File: src/hdl/mcpmc_pkg.sv
// package: register layout, reset values and mode types of the clock and power mode control
package mcpmc_pkg;

  localparam int          MCPMC_CPS_LSB      = 0;
  localparam int          MCPMC_CPS_W        = 3;
  localparam int          MCPMC_AUTO_BIT     = 3;
  localparam int          MCPMC_BCE_BIT      = 4;
  localparam logic [7:0]  MCPMC_CCTL_RESET   = 8'h10;
  localparam logic [7:0]  MCPMC_CCTL_WMASK   = 8'h1F;
  localparam int          MCPMC_PWR_IDLE_BIT = 0;
  localparam int          MCPMC_PWR_PD_BIT   = 1;
  localparam logic [7:0]  MCPMC_PWR_RESET    = 8'h00;
  localparam logic [7:0]  MCPMC_PWR_WMASK    = 8'h03;
  localparam int          MCPMC_RESTART_MCYC = 3;
  localparam int          MCPMC_CLK_PER_MCYC = 4;
  localparam int          MCPMC_RESTART_CYC  = MCPMC_RESTART_MCYC * MCPMC_CLK_PER_MCYC;
  localparam int          MCPMC_DIV_W        = 11;

  typedef enum logic [1:0] {
    MCPMC_RUN     = 2'b00,
    MCPMC_IDLE    = 2'b01,
    MCPMC_PDOWN   = 2'b11,
    MCPMC_RESTART = 2'b10
  } mcpmc_mode_t;

  typedef struct packed {
    logic       wr;
    logic       rd;
    logic [7:0] wdata;
  } mcpmc_sfr_t;

endpackage

File: src/hdl/mcpmc_top.sv
// top: core clock prescaler, clock gating and idle / power-down sequencing
//
// What this block does
// RL1: divide code selects oscillator divide 1..2048
// RL2: comparator enable bit 4, one after reset
// RL3: idle stops core clock, peripherals run
// RL4: idle keeps peripherals, supervisor resets armed
// RL5: watchdog clock gated during idle
// RL6: firmware should disable unused peripherals first
// RL7: interrupt or supervisor reset ends idle
// RL8: port outputs hold during idle
// RL9: idle starts after the setting write
// RL10: core state frozen while idle
// RL11: enabled interrupt clears idle bit, serviced
// RL12: execution resumes after the idle write
// RL13: supervisor reset restarts core after three machine cycles
// RL14: power-down stops core and peripheral clocks
// RL15: power-down write is last, oscillator stops
// RL16: registers and memory kept in power-down
// RL17: only supervisor resets leave power-down
// RL18: no watchdog reset during power-down
// RL19: auto-restore forces divide code zero
// RL20: new divide code acts immediately
// RL21: peripheral clock undivided, stops only powered down
// RL22: idle or power-down bit gates core clock
// RL23: gating changes leave no truncated pulses
// RL24: three reserved upper bits read zero
`timescale 1ns/1ps
module mcpmc_top
  import mcpmc_pkg::*;
#(
  parameter int RESTART_CYCLES = MCPMC_RESTART_CYC
) (
  input  wire logic       core_clk_in,
  input  wire logic       rst_in,
  input  wire mcpmc_sfr_t cctl_bus_in,
  input  wire mcpmc_sfr_t pwr_bus_in,
  input  wire logic       irq_req_in,
  input  wire logic       sup_reset_in,
  input  wire logic [7:0] port_drive_in,
  output logic [7:0]      cctl_rdata_out,
  output logic [7:0]      pwr_rdata_out,
  output logic            core_clk_en_out,
  output logic            watchdog_clk_en_out,
  output logic            peripheral_clk_en_out,
  output logic            osc_run_out,
  output logic            core_hold_out,
  output logic            core_reset_out,
  output logic            breakpoint_comparator_enable_out,
  output logic [7:0]      port_level_out
);

  logic [2:0]             divide_code_q;
  logic                   auto_restore_q;
  logic                   bce_q;
  logic                   idle_bit_q;
  logic                   pd_bit_q;
  mcpmc_mode_t            mode_q;
  logic [MCPMC_DIV_W-1:0] div_cnt_q;
  logic [MCPMC_DIV_W-1:0] div_mask;
  logic                   tick;
  logic [7:0]             restart_q;
  logic                   core_run;
  logic                   cctl_write;
  logic                   restore_hit;
  logic                   pwr_write;
  logic                   pd_request;
  logic                   idle_request;
  logic                   restart_done;
  logic                   in_run;
  logic                   in_idle;
  logic                   in_pdown;
  logic                   in_restart;
  logic [7:0]             cctl_image;
  logic [7:0]             pwr_image;

  // mode decode shared by the register, sequencing and output logic
  assign in_run     = (mode_q == MCPMC_RUN);
  assign in_idle    = (mode_q == MCPMC_IDLE);
  assign in_pdown   = (mode_q == MCPMC_PDOWN);
  assign in_restart = (mode_q == MCPMC_RESTART);

  // clock control writes are refused while the oscillator is stopped
  assign cctl_write  = cctl_bus_in.wr && !in_pdown;
  assign restore_hit = auto_restore_q && irq_req_in && !in_pdown;

  // power-down wins over idle when firmware sets both bits in one write
  assign pwr_write    = pwr_bus_in.wr && in_run;
  assign pd_request   = pwr_write && pwr_bus_in.wdata[MCPMC_PWR_PD_BIT];
  assign idle_request = pwr_write && !pwr_bus_in.wdata[MCPMC_PWR_PD_BIT]
                        && pwr_bus_in.wdata[MCPMC_PWR_IDLE_BIT];
  assign restart_done = (restart_q <= 8'h01);

  // divider runs on the oscillator; the tick is a whole-cycle enable, so no pulse is cut
  always_comb begin
    case (divide_code_q)
      3'h0: begin
        div_mask = 11'h000;
      end
      3'h1: begin
        div_mask = 11'h001;
      end
      3'h2: begin
        div_mask = 11'h003;
      end
      3'h3: begin
        div_mask = 11'h007;
      end
      3'h4: begin
        div_mask = 11'h00F;
      end
      3'h5: begin
        div_mask = 11'h01F;
      end
      3'h6: begin
        div_mask = 11'h3FF;
      end
      default: begin
        div_mask = 11'h7FF;
      end
    endcase
  end // RL1

  // restarting the count on a code write lets the new ratio act at once
  always_ff @(posedge core_clk_in or posedge rst_in) begin
    if (rst_in) begin
      div_cnt_q <= '0;
    end else if (cctl_bus_in.wr || tick) begin
      div_cnt_q <= '0; // RL20
    end else begin
      div_cnt_q <= div_cnt_q + 11'h001;
    end
  end

  assign tick     = ((div_cnt_q & div_mask) == div_mask); // RL23
  assign core_run = in_run && !idle_bit_q && !pd_bit_q; // RL22

  assign cctl_image = {3'b000, bce_q, auto_restore_q, divide_code_q}; // RL24
  assign pwr_image  = {6'b000000, pd_bit_q, idle_bit_q};

  // divide code; with auto-restore set, a pending interrupt beats a same-cycle write of the code
  always_ff @(posedge core_clk_in or posedge rst_in) begin
    if (rst_in) begin
      divide_code_q <= MCPMC_CCTL_RESET[2:0];
    end else if (sup_reset_in) begin
      divide_code_q <= MCPMC_CCTL_RESET[2:0];
    end else if (restore_hit) begin
      divide_code_q <= 3'h0; // RL19
    end else if (cctl_write) begin
      divide_code_q <= cctl_bus_in.wdata[2:0]; // RL1
    end
  end

  always_ff @(posedge core_clk_in or posedge rst_in) begin
    if (rst_in) begin
      auto_restore_q <= MCPMC_CCTL_RESET[MCPMC_AUTO_BIT];
    end else if (sup_reset_in) begin
      auto_restore_q <= MCPMC_CCTL_RESET[MCPMC_AUTO_BIT];
    end else if (cctl_write) begin
      auto_restore_q <= cctl_bus_in.wdata[MCPMC_AUTO_BIT];
    end
  end

  // comparators come back enabled after every reset, supervisor reset included
  always_ff @(posedge core_clk_in or posedge rst_in) begin
    if (rst_in) begin
      bce_q <= MCPMC_CCTL_RESET[MCPMC_BCE_BIT]; // RL2
    end else if (sup_reset_in) begin
      bce_q <= MCPMC_CCTL_RESET[MCPMC_BCE_BIT]; // RL2
    end else if (cctl_write) begin
      bce_q <= cctl_bus_in.wdata[MCPMC_BCE_BIT];
    end
  end

  // idle bit; set by the write, cleared by the waking interrupt
  always_ff @(posedge core_clk_in or posedge rst_in) begin
    if (rst_in) begin
      idle_bit_q <= MCPMC_PWR_RESET[MCPMC_PWR_IDLE_BIT];
    end else if (sup_reset_in) begin
      idle_bit_q <= 1'b0; // RL7 RL13
    end else if (idle_request) begin
      idle_bit_q <= 1'b1; // RL9
    end else if (in_idle && irq_req_in) begin
      idle_bit_q <= 1'b0; // RL11
    end
  end

  // power-down bit; only a supervisor reset clears it
  always_ff @(posedge core_clk_in or posedge rst_in) begin
    if (rst_in) begin
      pd_bit_q <= MCPMC_PWR_RESET[MCPMC_PWR_PD_BIT];
    end else if (sup_reset_in) begin
      pd_bit_q <= 1'b0; // RL17
    end else if (pd_request) begin
      pd_bit_q <= 1'b1; // RL15
    end
  end

  // restart counter, loaded on every supervisor reset
  always_ff @(posedge core_clk_in or posedge rst_in) begin
    if (rst_in) begin
      restart_q <= 8'h00;
    end else if (sup_reset_in) begin
      restart_q <= 8'(RESTART_CYCLES); // RL13
    end else if (in_restart && restart_done) begin
      restart_q <= 8'h00;
    end else if (in_restart) begin
      restart_q <= restart_q - 8'h01;
    end
  end

  // mode sequencing; the write itself completes before the halt takes hold
  always_ff @(posedge core_clk_in or posedge rst_in) begin
    if (rst_in) begin
      mode_q <= MCPMC_RUN;
    end else if (sup_reset_in) begin
      mode_q <= MCPMC_RESTART; // RL13
    end else begin
      case (mode_q)
        MCPMC_RUN: begin
          if (pd_request) begin
            mode_q <= MCPMC_PDOWN; // RL15
          end else if (idle_request) begin
            mode_q <= MCPMC_IDLE; // RL9
          end
        end
        MCPMC_IDLE: begin
          if (irq_req_in) begin
            mode_q <= MCPMC_RUN; // RL7 RL12
          end
        end
        MCPMC_PDOWN: begin
          mode_q <= MCPMC_PDOWN; // RL17
        end
        MCPMC_RESTART: begin
          if (restart_done) begin
            mode_q <= MCPMC_RUN;
          end
        end
        default: begin
          mode_q <= MCPMC_RUN;
        end
      endcase
    end
  end

  // enables are high for the cycle a gated clock may fire
  always_ff @(posedge core_clk_in or posedge rst_in) begin
    if (rst_in) begin
      core_clk_en_out <= 1'b0;
    end else begin
      core_clk_en_out <= core_run && tick; // RL3
    end
  end

  // the watchdog shares the gated core clock, so it stops in both low-power modes
  always_ff @(posedge core_clk_in or posedge rst_in) begin
    if (rst_in) begin
      watchdog_clk_en_out <= 1'b0;
    end else begin
      watchdog_clk_en_out <= core_run && tick; // RL5 RL18
    end
  end

  always_ff @(posedge core_clk_in or posedge rst_in) begin
    if (rst_in) begin
      peripheral_clk_en_out <= 1'b0;
    end else begin
      peripheral_clk_en_out <= !in_pdown; // RL21 RL14 RL4
    end
  end

  always_ff @(posedge core_clk_in or posedge rst_in) begin
    if (rst_in) begin
      osc_run_out <= 1'b1;
    end else begin
      osc_run_out <= !in_pdown; // RL15
    end
  end

  // hold freezes all core state; it drops once the mode leaves idle or power-down
  always_ff @(posedge core_clk_in or posedge rst_in) begin
    if (rst_in) begin
      core_hold_out <= 1'b0;
    end else begin
      core_hold_out <= in_idle || in_pdown; // RL10 RL16
    end
  end

  always_ff @(posedge core_clk_in or posedge rst_in) begin
    if (rst_in) begin
      core_reset_out <= 1'b1;
    end else begin
      core_reset_out <= sup_reset_in || in_restart; // RL13
    end
  end

  // each port bit holds on its own; a bit only follows the core in run
  for (genvar b = 0; b < 8; b++) begin : g_port
    always_ff @(posedge core_clk_in or posedge rst_in) begin
      if (rst_in) begin
        port_level_out[b] <= 1'b1;
      end else if (in_run) begin
        port_level_out[b] <= port_drive_in[b]; // RL8
      end
    end
  end

  // read images lag the registers by one cycle
  always_ff @(posedge core_clk_in or posedge rst_in) begin
    if (rst_in) begin
      cctl_rdata_out <= MCPMC_CCTL_RESET;
    end else begin
      cctl_rdata_out <= cctl_image; // RL24
    end
  end

  always_ff @(posedge core_clk_in or posedge rst_in) begin
    if (rst_in) begin
      pwr_rdata_out <= MCPMC_PWR_RESET;
    end else begin
      pwr_rdata_out <= pwr_image;
    end
  end

  always_ff @(posedge core_clk_in or posedge rst_in) begin
    if (rst_in) begin
      breakpoint_comparator_enable_out <= 1'b1;
    end else begin
      breakpoint_comparator_enable_out <= bce_q; // RL2
    end
  end

endmodule

File: config.mk
export PLATFORM = sky130hd
export DESIGN_NAME = mcpmc_top
export DESIGN_NICKNAME = d
export VERILOG_FILES = /design/src/hdl/mcpmc_pkg.sv /design/src/hdl/mcpmc_top.sv
export SDC_FILE = /design/constraint.sdc
export NUM_CORES = 1
export LEC_CHECK = 0
export ABC_AREA = 0
export BUFFER_PORTS_ARGS = -buffer_cell sky130_fd_sc_hd__buf_2
export CAP_MARGIN = 20
export CORE_MARGIN = 4
export CORE_UTILIZATION = 40
export DETAILED_ROUTE_END_ITERATION = 6
export PLACE_DENSITY = 0.65
export SYNTH_ARGS = -nofsm -noshare
export SYNTH_HDL_FRONTEND = slang
export SYNTH_SLANG_ARGS = --single-unit
File: constraint.sdc
create_clock -name core_clk_in -period 2.3 [get_ports core_clk_in]
set_input_delay 0.69 -clock core_clk_in [delete_from_list [all_inputs] [get_ports core_clk_in]]
set_output_delay 0.69 -clock core_clk_in [all_outputs]
set_load 0.01 [all_outputs]
==> metrics.md, run 1 <==
| Metric | Value |
|---|---|
| Synth Warn # | 0 |
| Total negative slack | 0 ns |
| Synthesized cell area | 2238 sq um |
| Slew Limit Headroom | 0.6219 |
| # setup viols final | 0 |
| Register area | 1216 sq um |
| Row count | 26 |
| CP max FO | 7 |
| Largest net degree at the start of global routing | 30 |
| CTS Buf Count | 5 |
| Worst EP arrival | 1.99 ns |
| Num Clock Sinks | 48 |
| Final worst-path cycle share | 0.7709 |
| Max Clock Skew | 0.003625 ns |
| Placed cell count | 306 |
| Nets | 282 |
| Post-synth top flop | dfrtp_1 |
| CP delay by family, top | compound AO/OA/AOI/OAI gates |
| Clk buf depth | 2 |
| P_leak | 1.191 nW |
| Total grt overflow | 0 |
| M1 GR Usage | 0.1515 |
| CTS tree | yes |
| Peak Freq | 0.5640 GHz |
| Num ports | 63 |
| # DRC | 0 |
| RePlAce Congestion | 0.7857 |
| Synth area leader | dfrtp_1 |
| Gate Count Post-Synth | 202 |
| Routed Antenna Nets | 0 |
| First-pass GRT wire length | 6858 microns |
| Flops & latches, synth | 48 |
| Latest clock arrival within the worst-skew pair | 0.30 ns |
| # diodes | 0 |
| Crit-path slowest cell | or4_4 |
| Post-synth EDFFs | 0 |
| Initial Util | 0.4247 |
| MaxCap Viol Count | 0 |
| Fillers | 508 |
| Fin. Hold Viols | 0 |
| Starting DRT DRC Count | 21 |
| Cts hold-fix bufs | 0 |
| Distinct cells, synth | 45 |
| Seq/Total Area, Yosys | 0.5433 |
| Vias per cell | 4.799 |
| Vias in the first global route | 1534 |
| PortBufs | 42 |
| Post-synth top area share | 0.4025 |
| Initial antenna violation count | 0 |
| Routed wire per std cell | 12.82 microns |
| DP HPWL | 2960 microns |
| Worst-path clk slew | 0.09 ns |
| Height of the chip | 82.81 microns |
| CTS H-tree depth | 2 |
| Synthesized area per cell | 11.08 sq um |
| CTS resizes | 0 |
| Root Buffer Master | clkbuf_8 |
| CP startpoint kind | register |
| Pre-antenna DRT Iters | 4 |
| Share of cells above drive strength 1 | 0.3443 |
| Final WL | 4024 microns |
| Ys async rst share | 1.000 |
| Placed inst area | 2480 sq um |
| Worst hold path type | primary input to async pin |
| RSZ-0062 raised after global routing | no |
| Worst vdd ir | 537.9 uV |
| Final Critical Period | 1.773 ns |
| Status | finished clean |
| Crit Path Class | register to register |
| Synth top area cells | dfrtp_1, dfstp_2, mux2_2 |
| Fin. max-slew vios | 0 |
| Final instance area | 2595 sq um |
| Total GRT Usage | 0.1214 |
| Chip Width | 82.81 microns |
| Non-Filler Instances | 314 |
| Routing usage on met3 | 0.03861 |
| Pwr per Cell Area | 1000 nW/um^2 |
| Critical Path End Type | register |
| Worst path bufs/invs | 0 |
| Setup Buffers After CTS | 0 |
| Hold_ws | 0.3723 ns |
| Worst-path cell chain | or4_4 > o31ai_4 > a21oi_1 > a311oi_1 |
| Area occupied by multi-input gates | 908.4 sq um |
| Actual slew at the worst max-slew pin | 0.5660 ns |
| Via count | 1507 |
| Syn-to-layout area delta | 15.93% |
| GRT met2 Usage | 0.1946 |
| CP required | 2.51 ns |
| Total Die Area | 6857 sq um |
| Busiest grt layer | met2 |
| Total core area | 5270 sq um |
| CP max stage delay | 0.57 ns |
[where the power goes]
group	switching (mW)	total, mW	internal (mW)
Sequential	0.107	1.19	1.09
Clock	0.297	0.624	0.328
Combinational	0.415	0.778	0.363
Total	0.818	2.60	1.78
[cell usage after synthesis (2+ instances only)]
library cell / n
a21oi_1: 6
a311oi_1: 2
a31o_2: 2
buf_4: 12
clkbuf_1: 5
dfrtp_1: 36
dfstp_2: 12
ha_1: 7
inv_1: 8
mux2_2: 10
mux2i_1: 6
nand2_1: 12
nand2b_1: 2
nand3_1: 5
nand4_1: 2
nor2_1: 28
nor2b_1: 4
nor3_1: 3
nor4_1: 2
o21ai_0: 5
or2_2: 2
xnor2_1: 5
xor2_1: 4
[placed cells by master (no fill, tap or decap), types with 2 or more instances in the layout]
| cell | instances |
|---|---|
| nand2_1 | 12 |
| nor3_1 | 3 |
| nand2b_1 | 2 |
| nor2b_1 | 4 |
| o21ai_0 | 5 |
| nor2_1 | 28 |
| nand4_1 | 2 |
| nor4_1 | 2 |
| a21oi_1 | 6 |
| mux2i_1 | 6 |
| a31o_2 | 2 |
| buf_2 | 42 |
| clkbuf_8 | 5 |
| dfstp_2 | 12 |
| conb_1 | 9 |
| mux2_2 | 10 |
| xnor2_1 | 5 |
| or2_2 | 2 |
| xor2_1 | 4 |
| a311oi_1 | 2 |
| inv_1 | 7 |
| ha_1 | 7 |
| nand3_1 | 5 |
| dfrtp_1 | 36 |
[stage by stage]
step | utilization | worst slack [ns] | power (mW)
5_1_grt | 0.4924 | 0.3986 | 2.758
3_5_place_dp | 0.4706 | 0.5511 | 1.998
3_3_place_gp | 0.4706 | 0.5703 | 1.982
4_1_cts | 0.4924 | 0.5337 | 2.632
2_1_floorplan | - | 0.4854 | 1.771
6_report | 0.4924 | 0.5269 | 2.595
[area by class of cell]
| type | instances | area share |
|---|---|---|
| Timing Repair Buffer | 44 | 0.09161 |
| Clock buffer | 5 | 0.02652 |
| Sequential cell | 48 | 0.4687 |
| Tap cell | 70 | 0.03375 |
| Clock inverter | 3 | 0.01784 |
| Inverter | 8 | 0.01157 |
| Multi-Input combinational cell | 136 | 0.3500 |
[routing by layer]
layer  up-vias  wire (microns)
met5         -               0
met4         0              39
met3         2             221
met2        38            1861
met1       719            1901
li1        748               -
[sequential cells by signal (all words and copies together), names as in the netlist, 2 cells and up]
name	cells
pwr_rdata_out	2
cctl_rdata_out	5
mode_q	2
restart_q	8
port_level_out	8
div_cnt_q	11
divide_code_q	3
[kinds of logic after synthesis]
logic type	Yosys count	synth area share
and+or+nand+nor	68	0.1476
DFF	48	0.5433
AOI/OAI and AO/OA	27	0.09168
buffers and inverters	26	0.06428
muxes	16	0.07714
xor gates and xnor gates	9	0.03521
adders and majority gates	7	0.03913
other	1	0.001675
[path summary, 6_finish.rpt]
path	start	end	slack, ns	cells after the start
setup / recovery	restart_q[5]	mode_q[0]	0.53	4
hold / removal	rst_in	watchdog_clk_en_out	0.37	2
setup reg to reg	restart_q[5]	mode_q[0]	0.53	4
hold reg to reg	bce_q	cctl_rdata_out[4]	0.37	0
max in group asynchronous	rst_in	bce_q	1.36	3
min in group core_clk_in	bce_q	cctl_rdata_out[4]	0.37	0
[worst reg2reg max path, delay by kind of cell (launching register included)]
family           cells  cell delay (ns)
flip-flops           1             0.44
AND/OR/NAND/NOR      1             0.57
AO/OA/AOI/OAI        3             0.67
Note: power is estimated with default switching activity, not from simulation.
==> inputs of run 2 (changes only) <==
--- a/config.mk
+++ b/config.mk
@@ -5,13 +5,13 @@
 export SDC_FILE = /design/constraint.sdc
 export NUM_CORES = 1
 export LEC_CHECK = 0
-export ABC_AREA = 0
+export ABC_AREA = 1
 export BUFFER_PORTS_ARGS = -buffer_cell sky130_fd_sc_hd__buf_2
 export CAP_MARGIN = 20
 export CORE_MARGIN = 4
 export CORE_UTILIZATION = 40
 export DETAILED_ROUTE_END_ITERATION = 6
-export PLACE_DENSITY = 0.65
+export PLACE_DENSITY = 0.67
 export SYNTH_ARGS = -nofsm -noshare
 export SYNTH_HDL_FRONTEND = slang
 export SYNTH_SLANG_ARGS = --single-unit
==> constraint.sdc (replaced) <==
create_clock -name core_clk_in -period 1.6 [get_ports core_clk_in]
set_input_delay 0.48 -clock core_clk_in [delete_from_list [all_inputs] [get_ports core_clk_in]]
set_output_delay 0.48 -clock core_clk_in [all_outputs]
set_load 0.01 [all_outputs]
==> metrics.md, run 2 <==
| Metric | Value |
|---|---|
| Most common cell in the netlist | nand2_1 |
| Fin. Hold Viols | 0 (unchanged) |
| Chip Width | 83.52 microns (+0.86%) |
| Status | finished clean |
| Fin worst setup slack | 0.1241 ns (-0.4028 ns) |
| Most common cell after layout, fill and taps aside | nand2_1 |
| Post-synth EDFFs | 0 (unchanged) |
| Top cells by count, synth | nand2_1, dfrtp_1, nor2_1 |
| CTS tree | yes |
| Share of cells above drive strength 1 | 0.2987 (-0.04560) |
| Latest clock arrival within the worst-skew pair | 0.30 ns (about the same) |
| Vias in the first global route | 1655 (+7.9%) |
| Num ports | 63 (unchanged) |
| CP required | 1.79 ns (-0.72 ns) |
| Largest net degree at the start of global routing | 49 (+63%) |
| Total GRT Usage | 0.1270 (+0.005676) |
| P_leak | 1.330 nW (+12%) |
| Placed inst area | 2574 sq um (+3.8%) |
| Total core area | 5507 sq um (+4.5%) |
| Syn-to-layout area delta | 18.05% |
| Critical Path End Type | register |
| Setup Buffers After CTS | 0 (unchanged) |
| Worst vdd ir | 629.5 uV (+17%) |
| Clk buf depth | 2 (unchanged) |
| Seq/Total Area, Yosys | 0.5332 (-0.01013) |
| Routed Antenna Nets | 0 (unchanged) |
| Non-Filler Instances | 370 (+18%) |
| Cts hold-fix bufs | 0 (unchanged) |
| Synthesized cell area | 2281 sq um (+1.9%) |
| Worst-path clk slew | 0.08 ns (about the same) |
| RePlAce Congestion | 0.7964 (+1.4%) |
| Final worst-path cycle share | 0.9224 (+0.1515) |
| Height of the chip | 83.52 microns (+0.86%) |
| Pre-antenna DRT Iters | 5 (+1) |
| Vias per cell | 4.595 (-4.3%) |
| Final Critical Period | 1.476 ns (-0.2972 ns) |
| Total Die Area | 6975 sq um (+1.7%) |
| CTS resizes | 0 (unchanged) |
| Synthesized area per cell | 9.235 sq um (-17%) |
| CP max FO | 7 (unchanged) |
| RSZ-0062 raised after global routing | yes |
| First-pass GRT wire length | 7093 microns (+3.4%) |
| Peak Freq | 0.6776 GHz (+20%) |
| Post-synth top area share | 0.3950 (-0.007506) |
| Ys async rst share | 1.000 (unchanged) |
| Sw Share | 0.3289 (+0.01364) |
| Internal power | 2.658 mW (+50%) |
| Worst EP arrival | 1.67 ns (-0.32 ns) |
| R2R Path Start | restart_q[0] |
| Gate Count Post-Synth | 247 (+22%) |
| Part of the power in registers | 0.448 (-0.012) |
| Root Buffer Master | clkbuf_8 |
| Clock power frac | 0.218 (-0.023) |
| Final instance area | 2693 sq um (+3.8%) |
| # DRC | 0 (unchanged) |
| Final core area utilization | 0.4890 (-0.003423) |
| Initial Util | 0.4142 (-0.01051) |
| MaxCap Viol Count | 0 (unchanged) |
| Num Clock Sinks | 48 (unchanged) |
| NetSw | 1.303 mW (+59%) |
| Fin. max-slew vios | 0 (unchanged) |
| PortBufs | 42 (unchanged) |
| Gate power share | 0.335 (+0.035) |
| CP startpoint kind | register |
| Synth top area cells | dfrtp_1, dfstp_2, nand2_1 |
| Synth area leader | dfrtp_1 |
| Post-synth top flop | dfrtp_1 |
| Max FFs per register | 11 (unchanged) |
| Final WL | 4128 microns (+2.6%) |
| Total grt overflow | 0 (unchanged) |
| Initial antenna violation count | 0 (unchanged) |
| Starting DRT DRC Count | 37 (+76%) |
| Via count | 1700 (+13%) |
| Pwr per Cell Area | 1471 nW/um^2 (+47%) |
| # setup viols final | 0 (unchanged) |
| Row count | 27 (+3.8%) |
| Biggest register | div_cnt_q |
| Routed wire per std cell | 11.16 microns (-13%) |
| CTS Buf Count | 5 (unchanged) |
| # diodes | 0 (unchanged) |
| Pre-CTS WS | 0.06949 ns (-0.4816 ns) |
| Flops & latches, synth | 48 (unchanged) |
| Synth Warn # | 0 (unchanged) |
| Max Clock Skew | 0.007637 ns (+0.004012 ns) |
| Worst hold path type | primary input to async pin |
| Nets | 336 (+19%) |
| Crit Path Class | register to register |
| Most frequent cells in the layout | nand2_1, buf_2, dfrtp_1 |
| DP HPWL | 3087 microns (+4.3%) |
| Biggest regs | div_cnt_q: 11 flops, port_level_out: 8 flops, restart_q: 8 flops |
| Placed cell count | 362 (+18%) |
| CTS H-tree depth | 2 (unchanged) |
| Distinct cells, synth | 27 (-40%) |
| Crit path launch | restart_q[0] |
[run 2: critical path: stages, from the launching register on]
cell and delay [ns]:
dfrtp_1 0.41, inv_1 0.09, ha_1 0.20, nor2_1 0.06, nor2_1 0.10, nand3_1 0.13
nand3_2 0.17, nand2_1 0.09, nand2_1 0.07, nand2_1 0.05
[run 2: logic make-up (layout without fill, tap and decap cells)]
logic type / after synthesis / after routing / synth area share
flops: 48 / 48 / 0.5332
mux: 8 / 8 / 0.03950
simple gates: 110 / 110 / 0.2079
other cells: 1 / 9 / 0.001644
compound gates: 19 / 19 / 0.04498
buf+inv: 44 / 87 / 0.09600
xor+xnor: 10 / 10 / 0.03840
fa+ha+maj: 7 / 7 / 0.03840
[run 2: path summary, 6_finish.rpt]
kind,end,slack (ns),cells after the start
hold reg to reg,cctl_rdata_out[4],0.37,0
hold / removal,divide_code_q[2],0.22,3
setup reg to reg,mode_q[1],0.12,9
setup / recovery,mode_q[1],0.12,9
max in group asynchronous,core_reset_out,1.09,3
min in group core_clk_in,cctl_rdata_out[4],0.37,0
[run 2: power groups by stage]
stage / registers (mW) / clock network [mW] / logic (mW)
after global routing: 1.82 / 0.950 / 1.51
after global placement: 1.79 / 0 / 1.30
after floorplan: 1.87 / 0 / 0.848
final: 1.77 / 0.862 / 1.33
after CTS: 1.78 / 0.894 / 1.34
after detailed placement: 1.80 / 0 / 1.33
[run 2: final cells by class]
class	count	area [sq um]
Clock buffer	7	76.32
Clock inverter	1	30.03
Fill cell	518	2814
Inverter	30	116.4
Multi-Input combinational cell	163	888.4
Sequential cell	48	1216
Tap cell	72	90.09
Timing Repair Buffer	49	275.3
[run 2: layer usage]
metal	track usage	routed length (microns)
met1	0.1394	1728
met2	0.2259	2123
met3	0.03455	188
met4	0.06140	88
met5	0	0
[run 2: metrics by stage]
stage	hold WS, ns	setup TNS [ns]	power (mW)
final	0.2175	0	3.961
after global routing	0.2568	-0.07266	4.279
after CTS	0.2314	0	4.009
after detailed placement	0.3586	0	3.131
after global placement	0.3593	0	3.088
after floorplan	0.3540	0	2.717
